--- config.mk ---
export PLATFORM = sky130hd
export DESIGN_NAME = cmlc_monitor
export DESIGN_NICKNAME = d
export VERILOG_FILES = /design/src/include/cmlc_pkg.sv /design/src/include/cmlc_res_if.sv /design/src/rtl/cmlc_result_mem.sv /design/src/rtl/cmlc_limit_chk.sv /design/src/rtl/cmlc_monitor.sv
export SDC_FILE = /design/constraint.sdc
export NUM_CORES = 1
export LEC_CHECK = 0
export ABC_AREA = 0
export BUFFER_PORTS_ARGS = -buffer_cell sky130_fd_sc_hd__buf_2
export CAP_MARGIN = 20
export CORE_MARGIN = 2
export CORE_UTILIZATION = 40
export CTS_BUF_LIST = sky130_fd_sc_hd__clkbuf_8 sky130_fd_sc_hd__clkbuf_16
export DETAILED_ROUTE_END_ITERATION = 6
export GPL_TIMING_DRIVEN = 0
export PLACE_DENSITY_LB_ADDON = 0.08
export SYNTH_ARGS = -nofsm -noshare
export SYNTH_HDL_FRONTEND = slang
export SYNTH_SLANG_ARGS = --single-unit
--- constraint.sdc ---
create_clock -name i_sys_clk -period 4.8 [get_ports i_sys_clk]
set_input_delay 0.48 -clock i_sys_clk [delete_from_list [all_inputs] [get_ports i_sys_clk]]
set_output_delay 0.48 -clock i_sys_clk [all_outputs]
set_load 0.02 [all_outputs]
--- src/include/cmlc_pkg.sv ---
package cmlc_pkg;
  // ---------------------------------------------------------------
  // sizes
  // ---------------------------------------------------------------
  localparam int NUM_CH = 10;
  localparam int CH_W = 4;
  localparam int RES_W = 10;
  localparam int LIM_W = 8;
  localparam int ACC_W = 14;
  localparam logic [3:0] AVG_LAST = 4'hF;
  localparam logic [7:0] CH_CNT = 8'h0A;
  // ---------------------------------------------------------------
  // channel codes
  // ---------------------------------------------------------------
  localparam logic [3:0] CH_VDD = 4'h0;
  localparam logic [3:0] CH_INT = 4'h1;
  localparam logic [3:0] CH_EXT = 4'h2;
  localparam logic [3:0] CH_AIN3 = 4'h4;
  localparam logic [3:0] CH_LAST = 4'h9;
  // ---------------------------------------------------------------
  // register indices, byte address is four times the index
  // ---------------------------------------------------------------
  localparam logic [7:0] IDX_STAT1 = 8'h00;
  localparam logic [7:0] IDX_STAT2 = 8'h01;
  localparam logic [7:0] IDX_CFG1 = 8'h18;
  localparam logic [7:0] IDX_CTL2 = 8'h19;
  localparam logic [7:0] IDX_MASK1 = 8'h1D;
  localparam logic [7:0] IDX_MASK2 = 8'h1E;
  localparam logic [7:0] IDX_TOFS = 8'h1F;
  localparam logic [7:0] IDX_RES_BASE = 8'h30;
  localparam logic [7:0] IDX_UPPER_BASE = 8'h40;
  localparam logic [7:0] IDX_LOWER_BASE = 8'h50;
  // ---------------------------------------------------------------
  // fields and reset values
  // ---------------------------------------------------------------
  localparam int CFG1_EN_BIT = 0;
  localparam int CFG1_AIN_BIT = 1;
  localparam int CFG1_POL_BIT = 3;
  localparam int CTL2_SINGLE_BIT = 4;
  localparam int CTL2_AVGOFF_BIT = 5;
  localparam int ST2_ANALOG_INPUT_EIGHT_BIT = 0;
  localparam int ST2_VDD_BIT = 4;
  localparam logic [7:0] CFG1_RST = 8'h08;
  localparam logic [7:0] CTL2_RST = 8'h00;
  localparam logic [7:0] TOFS_RST = 8'h00;
  localparam logic [7:0] UPPER_RST = 8'hFF;
  localparam logic [7:0] LOWER_RST = 8'h00;
  typedef enum logic [1:0] {
    SQ_IDLE = 2'b00,
    SQ_CONV = 2'b01,
    SQ_PAUSE = 2'b11
  } cmlc_seq_t;
endpackage

--- src/include/cmlc_res_if.sv ---
`timescale 1ns/1ps
`default_nettype none
interface cmlc_res_if;
  logic wr_en;
  logic [3:0] wr_ch;
  logic [9:0] wr_data;
  logic [3:0] rd_ch;
  logic [9:0] rd_data;
  logic [7:0] upper;
  logic [7:0] lower;
  logic is_signed;
  logic chk_valid;
  logic [3:0] chk_ch;
  logic chk_over;
  modport ctl(output wr_en, wr_ch, wr_data, rd_ch, upper, lower, is_signed,
              input rd_data, chk_valid, chk_ch, chk_over);
  modport mem(input wr_en, wr_ch, wr_data, rd_ch, output rd_data);
  modport chk(input wr_en, wr_ch, wr_data, upper, lower, is_signed,
              output chk_valid, chk_ch, chk_over);
endinterface
`default_nettype wire

--- src/rtl/cmlc_result_mem.sv ---
`timescale 1ns/1ps
`default_nettype none
module cmlc_result_mem
  import cmlc_pkg::*;
#(
  parameter int DEPTH = NUM_CH,
  parameter int WIDTH = RES_W
) (
  input wire logic i_sys_clk,
  input wire logic i_sys_rst,
  cmlc_res_if.mem bus
);
  generate
    if (DEPTH < 1 || DEPTH > 16 || WIDTH != RES_W) begin : g_bad
      $error("cmlc_result_mem: unsupported depth or width");
    end
  endgenerate

  typedef struct packed {
    logic [DEPTH-1:0][WIDTH-1:0] word;
    logic [WIDTH-1:0] rd;
  } cmlc_mem_t;

  cmlc_mem_t s;
  cmlc_mem_t next_s;

  always_comb begin
    next_s = s;
    for (int i = 0; i < DEPTH; i++) begin
      if (bus.wr_en && 32'(bus.wr_ch) == i) begin
        next_s.word[i] = bus.wr_data;
      end
    end
    next_s.rd = (32'(bus.rd_ch) < DEPTH) ? s.word[bus.rd_ch] : '0;
  end

  always_ff @(posedge i_sys_clk) begin
    if (i_sys_rst) begin
      s <= '0;
    end else begin
      s <= next_s;
    end
  end

  assign bus.rd_data = s.rd;
endmodule
`default_nettype wire

--- src/rtl/cmlc_limit_chk.sv ---
`timescale 1ns/1ps
`default_nettype none
module cmlc_limit_chk
  import cmlc_pkg::*;
(
  input wire logic i_sys_clk,
  input wire logic i_sys_rst,
  cmlc_res_if.chk bus
);
  typedef struct packed {
    logic valid;
    logic [3:0] ch;
    logic over;
  } cmlc_chk_t;

  cmlc_chk_t s;
  cmlc_chk_t next_s;
  logic [LIM_W-1:0] top;
  logic hi;
  logic lo;

  // ---------------------------------------------------------------
  // compare top eight result bits with the limits
  // ---------------------------------------------------------------
  always_comb begin
    top = bus.wr_data[RES_W-1:RES_W-LIM_W];
    if (bus.is_signed) begin
      hi = $signed(top) > $signed(bus.upper);
      lo = $signed(top) <= $signed(bus.lower);
    end else begin
      hi = top > bus.upper;
      lo = top <= bus.lower;
    end
    next_s.valid = bus.wr_en;
    next_s.ch = bus.wr_ch;
    next_s.over = hi || lo;
  end

  always_ff @(posedge i_sys_clk) begin
    if (i_sys_rst) begin
      s <= '0;
    end else begin
      s <= next_s;
    end
  end

  assign bus.chk_valid = s.valid;
  assign bus.chk_ch = s.ch;
  assign bus.chk_over = s.over;
endmodule
`default_nettype wire

--- src/rtl/cmlc_monitor.sv ---
// What this block does
// - single-channel bit set: convert only the channel the select field names
// - select field zero is supply channel, one is internal temperature
// - single-channel conversions follow each other with no idle gap
// - a register access aborts the conversion; it resumes after the access
// - temperature results are ten-bit twos complement
// - one temperature code step is a quarter degree
// - internal temperature gets the stored offset added before storing
// - with averaging on, external temperature is the mean of sixteen samples
// - out of limit means above upper or at or below lower limit
// - limits are eight bits wide, results ten bits wide
// - an unmasked out-of-limit result sets a status flag
// - interrupt output active, at chosen polarity, while unmasked flags stand
// - averaging on after reset; control bit five turns it off
// - reset leaves round robin with conversions off; config bit zero enables
// - round robin order: supply, internal, external or inputs, inputs three to eight
`timescale 1ns/1ps
`default_nettype none
module cmlc_monitor
  import cmlc_pkg::*;
(
  input wire logic i_sys_clk,
  input wire logic i_sys_rst,
  input wire logic i_psel,
  input wire logic i_penable,
  input wire logic i_pwrite,
  input wire logic [9:0] i_paddr,
  input wire logic [31:0] i_pwdata,
  output logic [31:0] o_prdata,
  output logic o_pready,
  output logic o_pslverr,
  output logic o_adc_start,
  output logic o_adc_abort,
  output logic [3:0] o_adc_channel,
  input wire logic i_adc_done,
  input wire logic [9:0] i_adc_data,
  output logic o_int
);
  typedef struct packed {
    cmlc_seq_t seq;
    logic [3:0] ch;
    logic [3:0] avg_cnt;
    logic [ACC_W-1:0] acc;
    logic adc_start;
    logic adc_abort;
    logic wr_en;
    logic [3:0] wr_ch;
    logic [9:0] wr_data;
    logic [7:0] cfg1;
    logic [7:0] ctl2;
    logic [7:0] tofs;
    logic [NUM_CH-1:0] mask;
    logic [NUM_CH-1:0] flags;
    logic [NUM_CH-1:0][7:0] upper;
    logic [NUM_CH-1:0][7:0] lower;
    logic pready;
    logic pslverr;
    logic [31:0] prdata;
    logic irq;
  } cmlc_state_t;

  localparam cmlc_state_t ST_RST = '{
    seq: SQ_IDLE,
    cfg1: CFG1_RST,
    ctl2: CTL2_RST,
    tofs: TOFS_RST,
    upper: {NUM_CH{UPPER_RST}},
    lower: {NUM_CH{LOWER_RST}},
    irq: ~CFG1_RST[CFG1_POL_BIT],
    default: '0
  };

  cmlc_state_t s;
  cmlc_state_t next_s;
  cmlc_res_if res ();

  logic [7:0] idx;
  logic [7:0] off_res;
  logic [7:0] off_up;
  logic [7:0] off_lo;
  logic hit;
  logic [31:0] rdata;
  logic busy;
  logic done_xfer;
  logic en;
  logic ain_mode;
  logic single;
  logic avg_on;
  logic [3:0] sel_ch;
  logic [NUM_CH-1:0] clr;
  logic [NUM_CH-1:0] set;
  logic [9:0] sample;
  logic [ACC_W-1:0] sum;
  logic store;
  logic pending;

  function automatic logic [7:0] st2_byte(input logic [NUM_CH-1:0] v);
    logic [7:0] b;
    b = 8'h00;
    b[ST2_ANALOG_INPUT_EIGHT_BIT] = v[CH_LAST];
    b[ST2_VDD_BIT] = v[CH_VDD];
    return b;
  endfunction

  function automatic logic [3:0] rr_next(input logic [3:0] ch, input logic ain);
    logic [3:0] r;
    r = ch + 4'h1;
    if (ch == CH_LAST) begin
      r = CH_VDD;
    end else if (ch == CH_EXT && !ain) begin
      r = CH_AIN3;
    end
    return r;
  endfunction

  // ---------------------------------------------------------------
  // submodules
  // ---------------------------------------------------------------
  cmlc_result_mem #(
    .DEPTH(NUM_CH),
    .WIDTH(RES_W)
  ) u_mem (
    .i_sys_clk(i_sys_clk),
    .i_sys_rst(i_sys_rst),
    .bus(res.mem)
  );

  cmlc_limit_chk u_chk (
    .i_sys_clk(i_sys_clk),
    .i_sys_rst(i_sys_rst),
    .bus(res.chk)
  );

  assign res.wr_en = s.wr_en;
  assign res.wr_ch = s.wr_ch;
  assign res.wr_data = s.wr_data;
  assign res.rd_ch = off_res[3:0];
  assign res.upper = s.upper[s.wr_ch];
  assign res.lower = s.lower[s.wr_ch];
  assign res.is_signed = (s.wr_ch == CH_INT) || (s.wr_ch == CH_EXT && !ain_mode);

  // ---------------------------------------------------------------
  // register decode
  // ---------------------------------------------------------------
  always_comb begin
    idx = i_paddr[9:2];
    off_res = idx - IDX_RES_BASE;
    off_up = idx - IDX_UPPER_BASE;
    off_lo = idx - IDX_LOWER_BASE;
    hit = 1'b1;
    rdata = '0;
    case (idx)
      IDX_STAT1: rdata[7:0] = s.flags[8:1];
      IDX_STAT2: rdata[7:0] = st2_byte(s.flags);
      IDX_CFG1: rdata[7:0] = s.cfg1;
      IDX_CTL2: rdata[7:0] = s.ctl2;
      IDX_MASK1: rdata[7:0] = s.mask[8:1];
      IDX_MASK2: rdata[7:0] = st2_byte(s.mask);
      IDX_TOFS: rdata[7:0] = s.tofs;
      default: begin
        if (off_res < CH_CNT) begin
          rdata[9:0] = res.rd_data;
        end else if (off_up < CH_CNT) begin
          rdata[7:0] = s.upper[off_up[3:0]];
        end else if (off_lo < CH_CNT) begin
          rdata[7:0] = s.lower[off_lo[3:0]];
        end else begin
          hit = 1'b0;
        end
      end
    endcase
  end

  // ---------------------------------------------------------------
  // next state
  // ---------------------------------------------------------------
  always_comb begin
    next_s = s;
    next_s.adc_start = 1'b0;
    next_s.adc_abort = 1'b0;
    next_s.wr_en = 1'b0;
    next_s.pready = 1'b0;
    next_s.pslverr = 1'b0;
    busy = i_psel;
    done_xfer = i_psel && i_penable && s.pready;
    en = s.cfg1[CFG1_EN_BIT];
    ain_mode = s.cfg1[CFG1_AIN_BIT];
    single = s.ctl2[CTL2_SINGLE_BIT];
    sel_ch = (s.ctl2[3:0] > CH_LAST) ? CH_VDD : s.ctl2[3:0];
    avg_on = !s.ctl2[CTL2_AVGOFF_BIT] && s.ch == CH_EXT && !ain_mode;
    clr = '0;
    set = '0;
    sample = i_adc_data;
    sum = s.acc + {{(ACC_W-RES_W){i_adc_data[9]}}, i_adc_data};
    store = 1'b0;
    pending = 1'b0;

    if (i_psel && i_penable && !s.pready) begin
      next_s.pready = 1'b1;
      next_s.pslverr = !hit;
      next_s.prdata = (hit && !i_pwrite) ? rdata : '0;
    end

    if (done_xfer && i_pwrite && hit) begin
      case (idx)
        IDX_STAT1: clr[8:1] = i_pwdata[7:0];
        IDX_STAT2: begin
          clr[CH_LAST] = i_pwdata[ST2_ANALOG_INPUT_EIGHT_BIT];
          clr[CH_VDD] = i_pwdata[ST2_VDD_BIT];
        end
        IDX_CFG1: next_s.cfg1 = i_pwdata[7:0];
        IDX_CTL2: next_s.ctl2 = i_pwdata[7:0];
        IDX_MASK1: next_s.mask[8:1] = i_pwdata[7:0];
        IDX_MASK2: begin
          next_s.mask[CH_LAST] = i_pwdata[ST2_ANALOG_INPUT_EIGHT_BIT];
          next_s.mask[CH_VDD] = i_pwdata[ST2_VDD_BIT];
        end
        IDX_TOFS: next_s.tofs = i_pwdata[7:0];
        default: begin
          if (off_up < CH_CNT) begin
            next_s.upper[off_up[3:0]] = i_pwdata[7:0];
          end else if (off_lo < CH_CNT) begin
            next_s.lower[off_lo[3:0]] = i_pwdata[7:0];
          end
        end
      endcase
    end

    // sequencer
    case (s.seq)
      SQ_IDLE: begin
        if (en && !busy) begin
          next_s.seq = SQ_CONV;
          next_s.ch = single ? sel_ch : CH_VDD;
          next_s.adc_start = 1'b1;
          next_s.acc = '0;
          next_s.avg_cnt = '0;
        end
      end
      SQ_CONV: begin
        if (!en || busy) begin
          next_s.adc_abort = 1'b1;
          next_s.seq = en ? SQ_PAUSE : SQ_IDLE;
          next_s.acc = '0;
          next_s.avg_cnt = '0;
        end else if (i_adc_done) begin
          if (s.ch == CH_INT) begin
            sample = i_adc_data + {{2{s.tofs[7]}}, s.tofs};
          end
          if (avg_on && s.avg_cnt != AVG_LAST) begin
            next_s.avg_cnt = s.avg_cnt + 4'h1;
            next_s.acc = sum;
          end else begin
            store = 1'b1;
            if (avg_on) begin
              sample = sum[ACC_W-1:ACC_W-RES_W];
            end
            next_s.avg_cnt = '0;
            next_s.acc = '0;
            next_s.ch = single ? sel_ch : rr_next(s.ch, ain_mode);
          end
          next_s.adc_start = 1'b1;
        end
      end
      SQ_PAUSE: begin
        if (!busy) begin
          next_s.seq = en ? SQ_CONV : SQ_IDLE;
          next_s.adc_start = en;
          next_s.ch = single ? sel_ch : s.ch;
        end
      end
      default: next_s.seq = SQ_IDLE;
    endcase

    if (store) begin
      next_s.wr_en = 1'b1;
      next_s.wr_ch = s.ch;
      next_s.wr_data = sample;
    end

    // flags: a set in the clearing cycle wins
    if (res.chk_valid && res.chk_over && !s.mask[res.chk_ch]) begin
      set[res.chk_ch] = 1'b1;
    end
    next_s.flags = (s.flags & ~clr) | set;
    pending = |(next_s.flags & ~next_s.mask);
    next_s.irq = pending ? next_s.cfg1[CFG1_POL_BIT] : !next_s.cfg1[CFG1_POL_BIT];
  end

  always_ff @(posedge i_sys_clk) begin
    if (i_sys_rst) begin
      s <= ST_RST;
    end else begin
      s <= next_s;
    end
  end

  // ---------------------------------------------------------------
  // outputs
  // ---------------------------------------------------------------
  assign o_prdata = s.prdata;
  assign o_pready = s.pready;
  assign o_pslverr = s.pslverr;
  assign o_adc_start = s.adc_start;
  assign o_adc_abort = s.adc_abort;
  assign o_adc_channel = s.ch;
  assign o_int = s.irq;
endmodule
`default_nettype wire

==> summary by stage <==
Min path
The class of the tightest hold or removal check is input port to flop.

Setup path
Traced cell by cell, the critical path runs through buf_2 -> buf_1 -> buf_8 -> mux4_2 -> mux2i_1 -> o22a_1 -> ha_1 -> nor2b_1 -> o21a_1 -> o21ai_0 -> a21oi_1 -> nor2_1 -> a31oi_1 -> a21bo_2 -> a31oi_1. Along the worst path, the maximum fanout reaches 19. The sort of element at the start of the critical path is a flop.

The worst setup path is of the flop to flop kind. For this run, the slowest stage of the critical path takes 670 ps. The most numerous cell type found on the critical path is sky130_fd_sc_hd__a31oi_1.

The slowest cell on the critical path is sky130_fd_sc_hd__buf_2. STA puts the critical path data arrival time at 4880 ps. The kind of end point of the critical path is a flop.

The required time at the endpoint of the critical path is between 5000 and 6000 ps.

Synthesis
The leading area contributor after synthesis is sky130_fd_sc_hd__dfxtp_1. The netlist area before placement is 0.0194 mm². The number of distinct standard cells referenced by the synthesized netlist is 79.

Of all flip-flops after synthesis, the portion carrying an async set or reset was 0%. In this run, synthesis inferred 0 flip-flops with an integrated enable. In the synthesized netlist, the number of instances is a little over 2000. The number of synthesized register bits is 374. After synthesis, the largest area contributor takes up 38.6% of total cell area.

The commonest cells after synthesis are 374 x sky130_fd_sc_hd__dfxtp_1, 273 x sky130_fd_sc_hd__mux2i_1, 241 x sky130_fd_sc_hd__nor2_1. Sorting the synthesized cells by area gives the leading types as sky130_fd_sc_hd__dfxtp_1 39%, sky130_fd_sc_hd__mux2i_1 14%, sky130_fd_sc_hd__mux4_2 9.8%, sky130_fd_sc_hd__nor2_1 4.7%, sky130_fd_sc_hd__nand2_1 4.5%. For this run, the leading register cell type out of synthesis is sky130_fd_sc_hd__dfxtp_1. The leading cell type by number of instances after synthesis is sky130_fd_sc_hd__dfxtp_1.

The proportion of synthesized chip area in sequential cells is 38.6%. A synthesized cell averages around 9.3 µm². The number of warnings issued by yosys is 0.

Clock network
Clock tree synthesis selected as its root buffer the cell sky130_fd_sc_hd__clkbuf_16. The H-tree was split into 2 levels. The worst-case clock buffer depth is 3.

The clock insertion delay at the later pin of the skew report is 590 ps. The count of hold-fix buffers inserted at cts is 0. The number of CTS-inserted buffers is 44. Post-CTS timing repair inserted 0 buffers for setup. The number of gates resized after CTS is 0.

The register clock-pin slew on the reported worst setup and hold paths is 60 ps. The sink count of the clock tree is about 370. The clock tree from TritonCTS is built.

STA
The worst hold slack after final layout is 235 ps. At the pin with the least slew margin, the transition time is 1160 ps. The final setup violation count is 0. In the finished design, the share of the clock period the worst path needs comes to slightly above 90%. Setup repair after global routing left no endpoint under its margin. Clock skew on the completed layout was measured at 16.9 ps.

Headroom to the max-slew limit came out at 22.9%. Derived from the worst setup path, the maximum achievable clock frequency is 224 MHz. The final critical path time including I/O delays and setup is approximately 4500 ps. The final hold violation count is 0. The accumulated negative setup slack is 0 ps. The max-slew violation count is 0.

GRT
Global routing finished with a remaining overflow of 0. The initial antenna violation count came to 0. The global-route wire length before repair is around 100000 µm. The all-layer global routing usage is between 20% and 30%. Entering global routing, the biggest net connects 13 pins. The via count of the first global-routing pass is between 15000 and 20000.

Floorplanning
In this run the vertical extent of the chip is 224 µm. The floorplan step defined a die boundary enclosing 0.0503 mm². The die width is 224 µm. The initial core utilization is between 40% and 50%. Row generation in the floorplan step produced 80 rows. Pin placement for this block handled 99 I/O pins. The core box area is 0.0478 mm².

Power and ir drop
The design draws 0.00679 W. The power density over the cells is between 300 and 400 mW/mm². The worst-case IR drop observed on VDD is 208 µV. In this run the static leakage power is 8.66 nW.

Job
The total of max-cap violations is 0.

Finish
The post-route netlist has 12.8% of its cells at a drive strength greater than 1. The area of all placed cells without fillers is 0.0219 mm². The area growth from synthesis to layout is 12.9%. The final layout contains 2291 nets.

Outcome
The run finished with clean final reports.

Detailed routing
The detailed router placed 16300 vias in this run. The remaining antenna violation count after routing is 0. For this run, the detailed router's first-pass iteration total came to 6. The final layout contains routed wiring with a total length of ~68000 µm. The detailed router's first-iteration violation count is 1577. After detailed routing, the average wire length per cell comes to 23.9 µm. After detailed routing, the number of vias per cell comes to just under 6.

After detailed routing, the number of remaining DRC violations is 0.

Placed design
In this run the cell area measured after placement is 0.0205 mm². The HPWL after detailed placement is 49400 µm. Routability-driven placement finished with a final weighted congestion of 0.949. Input and output buffers added on the ports amount to 39.
-- area by class of cell --
cell class              count  area, µm²
diodes                      1       2.50
plain buffers             200        945
clock buffers              55       1260
clock inverters            23        144
fillers                  4660      25900
inverters                  18       67.6
multi-input cells        1507      11000
flip-flops and latches    374       7490
well taps                 615        769
repair buffers             44        249
-- registers in the layout, summed over array words and instances (netlist names) --
register	flops
o_pslverr	1
ain_mode	1
o_adc_abort	1
s	222
u_chk.bus.chk_over	1
res.wr_en	1
res.wr_data	10
res.wr_ch	4
o_adc_channel	4
o_adc_start	1
en	1
o_prdata	10
u_mem.bus.rd_data	10
u_chk.bus.chk_ch	4
o_int	1
u_chk.bus.chk_valid	1
o_pready	1
u_mem.s	100
-- layer usage --
metal	vias up	track usage, %	part of all wire [%]	wire, µm
li1	7626	-	-	-
met1	8037	38.2	46	30900
met5	-	0	0	0
met4	0	7.07	2.2	1470
met3	86	4.17	6.9	4670
met2	596	42.7	45	30800
-- through the flow --
stage	worst slack [ps]	utilization, %	cells
after floorplan	1430	-	2100
after global placement	40.5	42.7	2754
after detailed placement	33.3	42.8	2756
after CTS	16.7	45.7	2834
after global routing	136	45.8	2836
final	342	45.8	2837
-- where the power goes --
part / switching (W) / internal [W]
combinational: 0.000278 / 0.0000939
clock: 0.00140 / 0.00191
sequential: 0.000000952 / 0.00311
-- final timing paths --
check                                          startpoint                        endpoint  slack (ps)  cells after the start
worst min register to register         s[48]$_SDFFE_PP0P_              s[48]$_SDFFE_PP0P_         470                      2
worst max register to register  res.wr_ch[0]$_SDFFE_PP0P_   u_chk.bus.chk_over$_SDFF_PP0_         340                     15
worst min-delay path                            i_sys_rst  u_chk.bus.chk_ch[1]$_SDFF_PP0_         230                      2
worst max-delay path            res.wr_ch[0]$_SDFFE_PP0P_   u_chk.bus.chk_over$_SDFF_PP0_         340                     15
-- layout by cell type, fill, tap and decap left out, types with 15 or more instances in the layout --
cell,netlist,final
sky130_fd_sc_hd__a21oi_1,127,127
sky130_fd_sc_hd__nand3_1,115,115
sky130_fd_sc_hd__o22a_1,15,15
sky130_fd_sc_hd__buf_2,16,56
sky130_fd_sc_hd__conb_1,1,22
sky130_fd_sc_hd__nand2b_1,32,32
sky130_fd_sc_hd__clkbuf_1,119,118
sky130_fd_sc_hd__clkbuf_16,0,45
sky130_fd_sc_hd__ha_1,42,42
sky130_fd_sc_hd__a221oi_1,21,21
sky130_fd_sc_hd__nand2_1,235,235
sky130_fd_sc_hd__xnor2_1,15,15
sky130_fd_sc_hd__inv_1,17,25
sky130_fd_sc_hd__buf_4,36,37
sky130_fd_sc_hd__o21ai_0,28,28
sky130_fd_sc_hd__a22oi_1,22,22
sky130_fd_sc_hd__nor2_1,241,241
sky130_fd_sc_hd__nor2b_1,16,16
sky130_fd_sc_hd__mux4_2,84,84
sky130_fd_sc_hd__mux2i_1,273,273
sky130_fd_sc_hd__nor3_1,23,23
sky130_fd_sc_hd__dfxtp_1,374,374
sky130_fd_sc_hd__buf_1,24,24
-- logic make-up after synthesis --
kind of cell    share of synthesized area, %
simple gates                            18.0
flops                                   38.6
mux                                     24.0
compound gates                          10.3
buf+inv                                 5.24
fa+ha+maj                               2.92
xor+xnor                               0.948
other cells                           0.0193
-- critical path: cells and delay by family, from the launching register on --
| family | cells | cell delay (ps) |
|---|---|---|
| DFF | 1 | 440 |
| AOI/OAI and AO/OA | 7 | 1070 |
| buffers and inverters | 3 | 1430 |
| muxes | 2 | 830 |
| adders and majority gates | 1 | 240 |
| and+or+nand+nor | 2 | 290 |
Power figures use the tool's default switching activity.
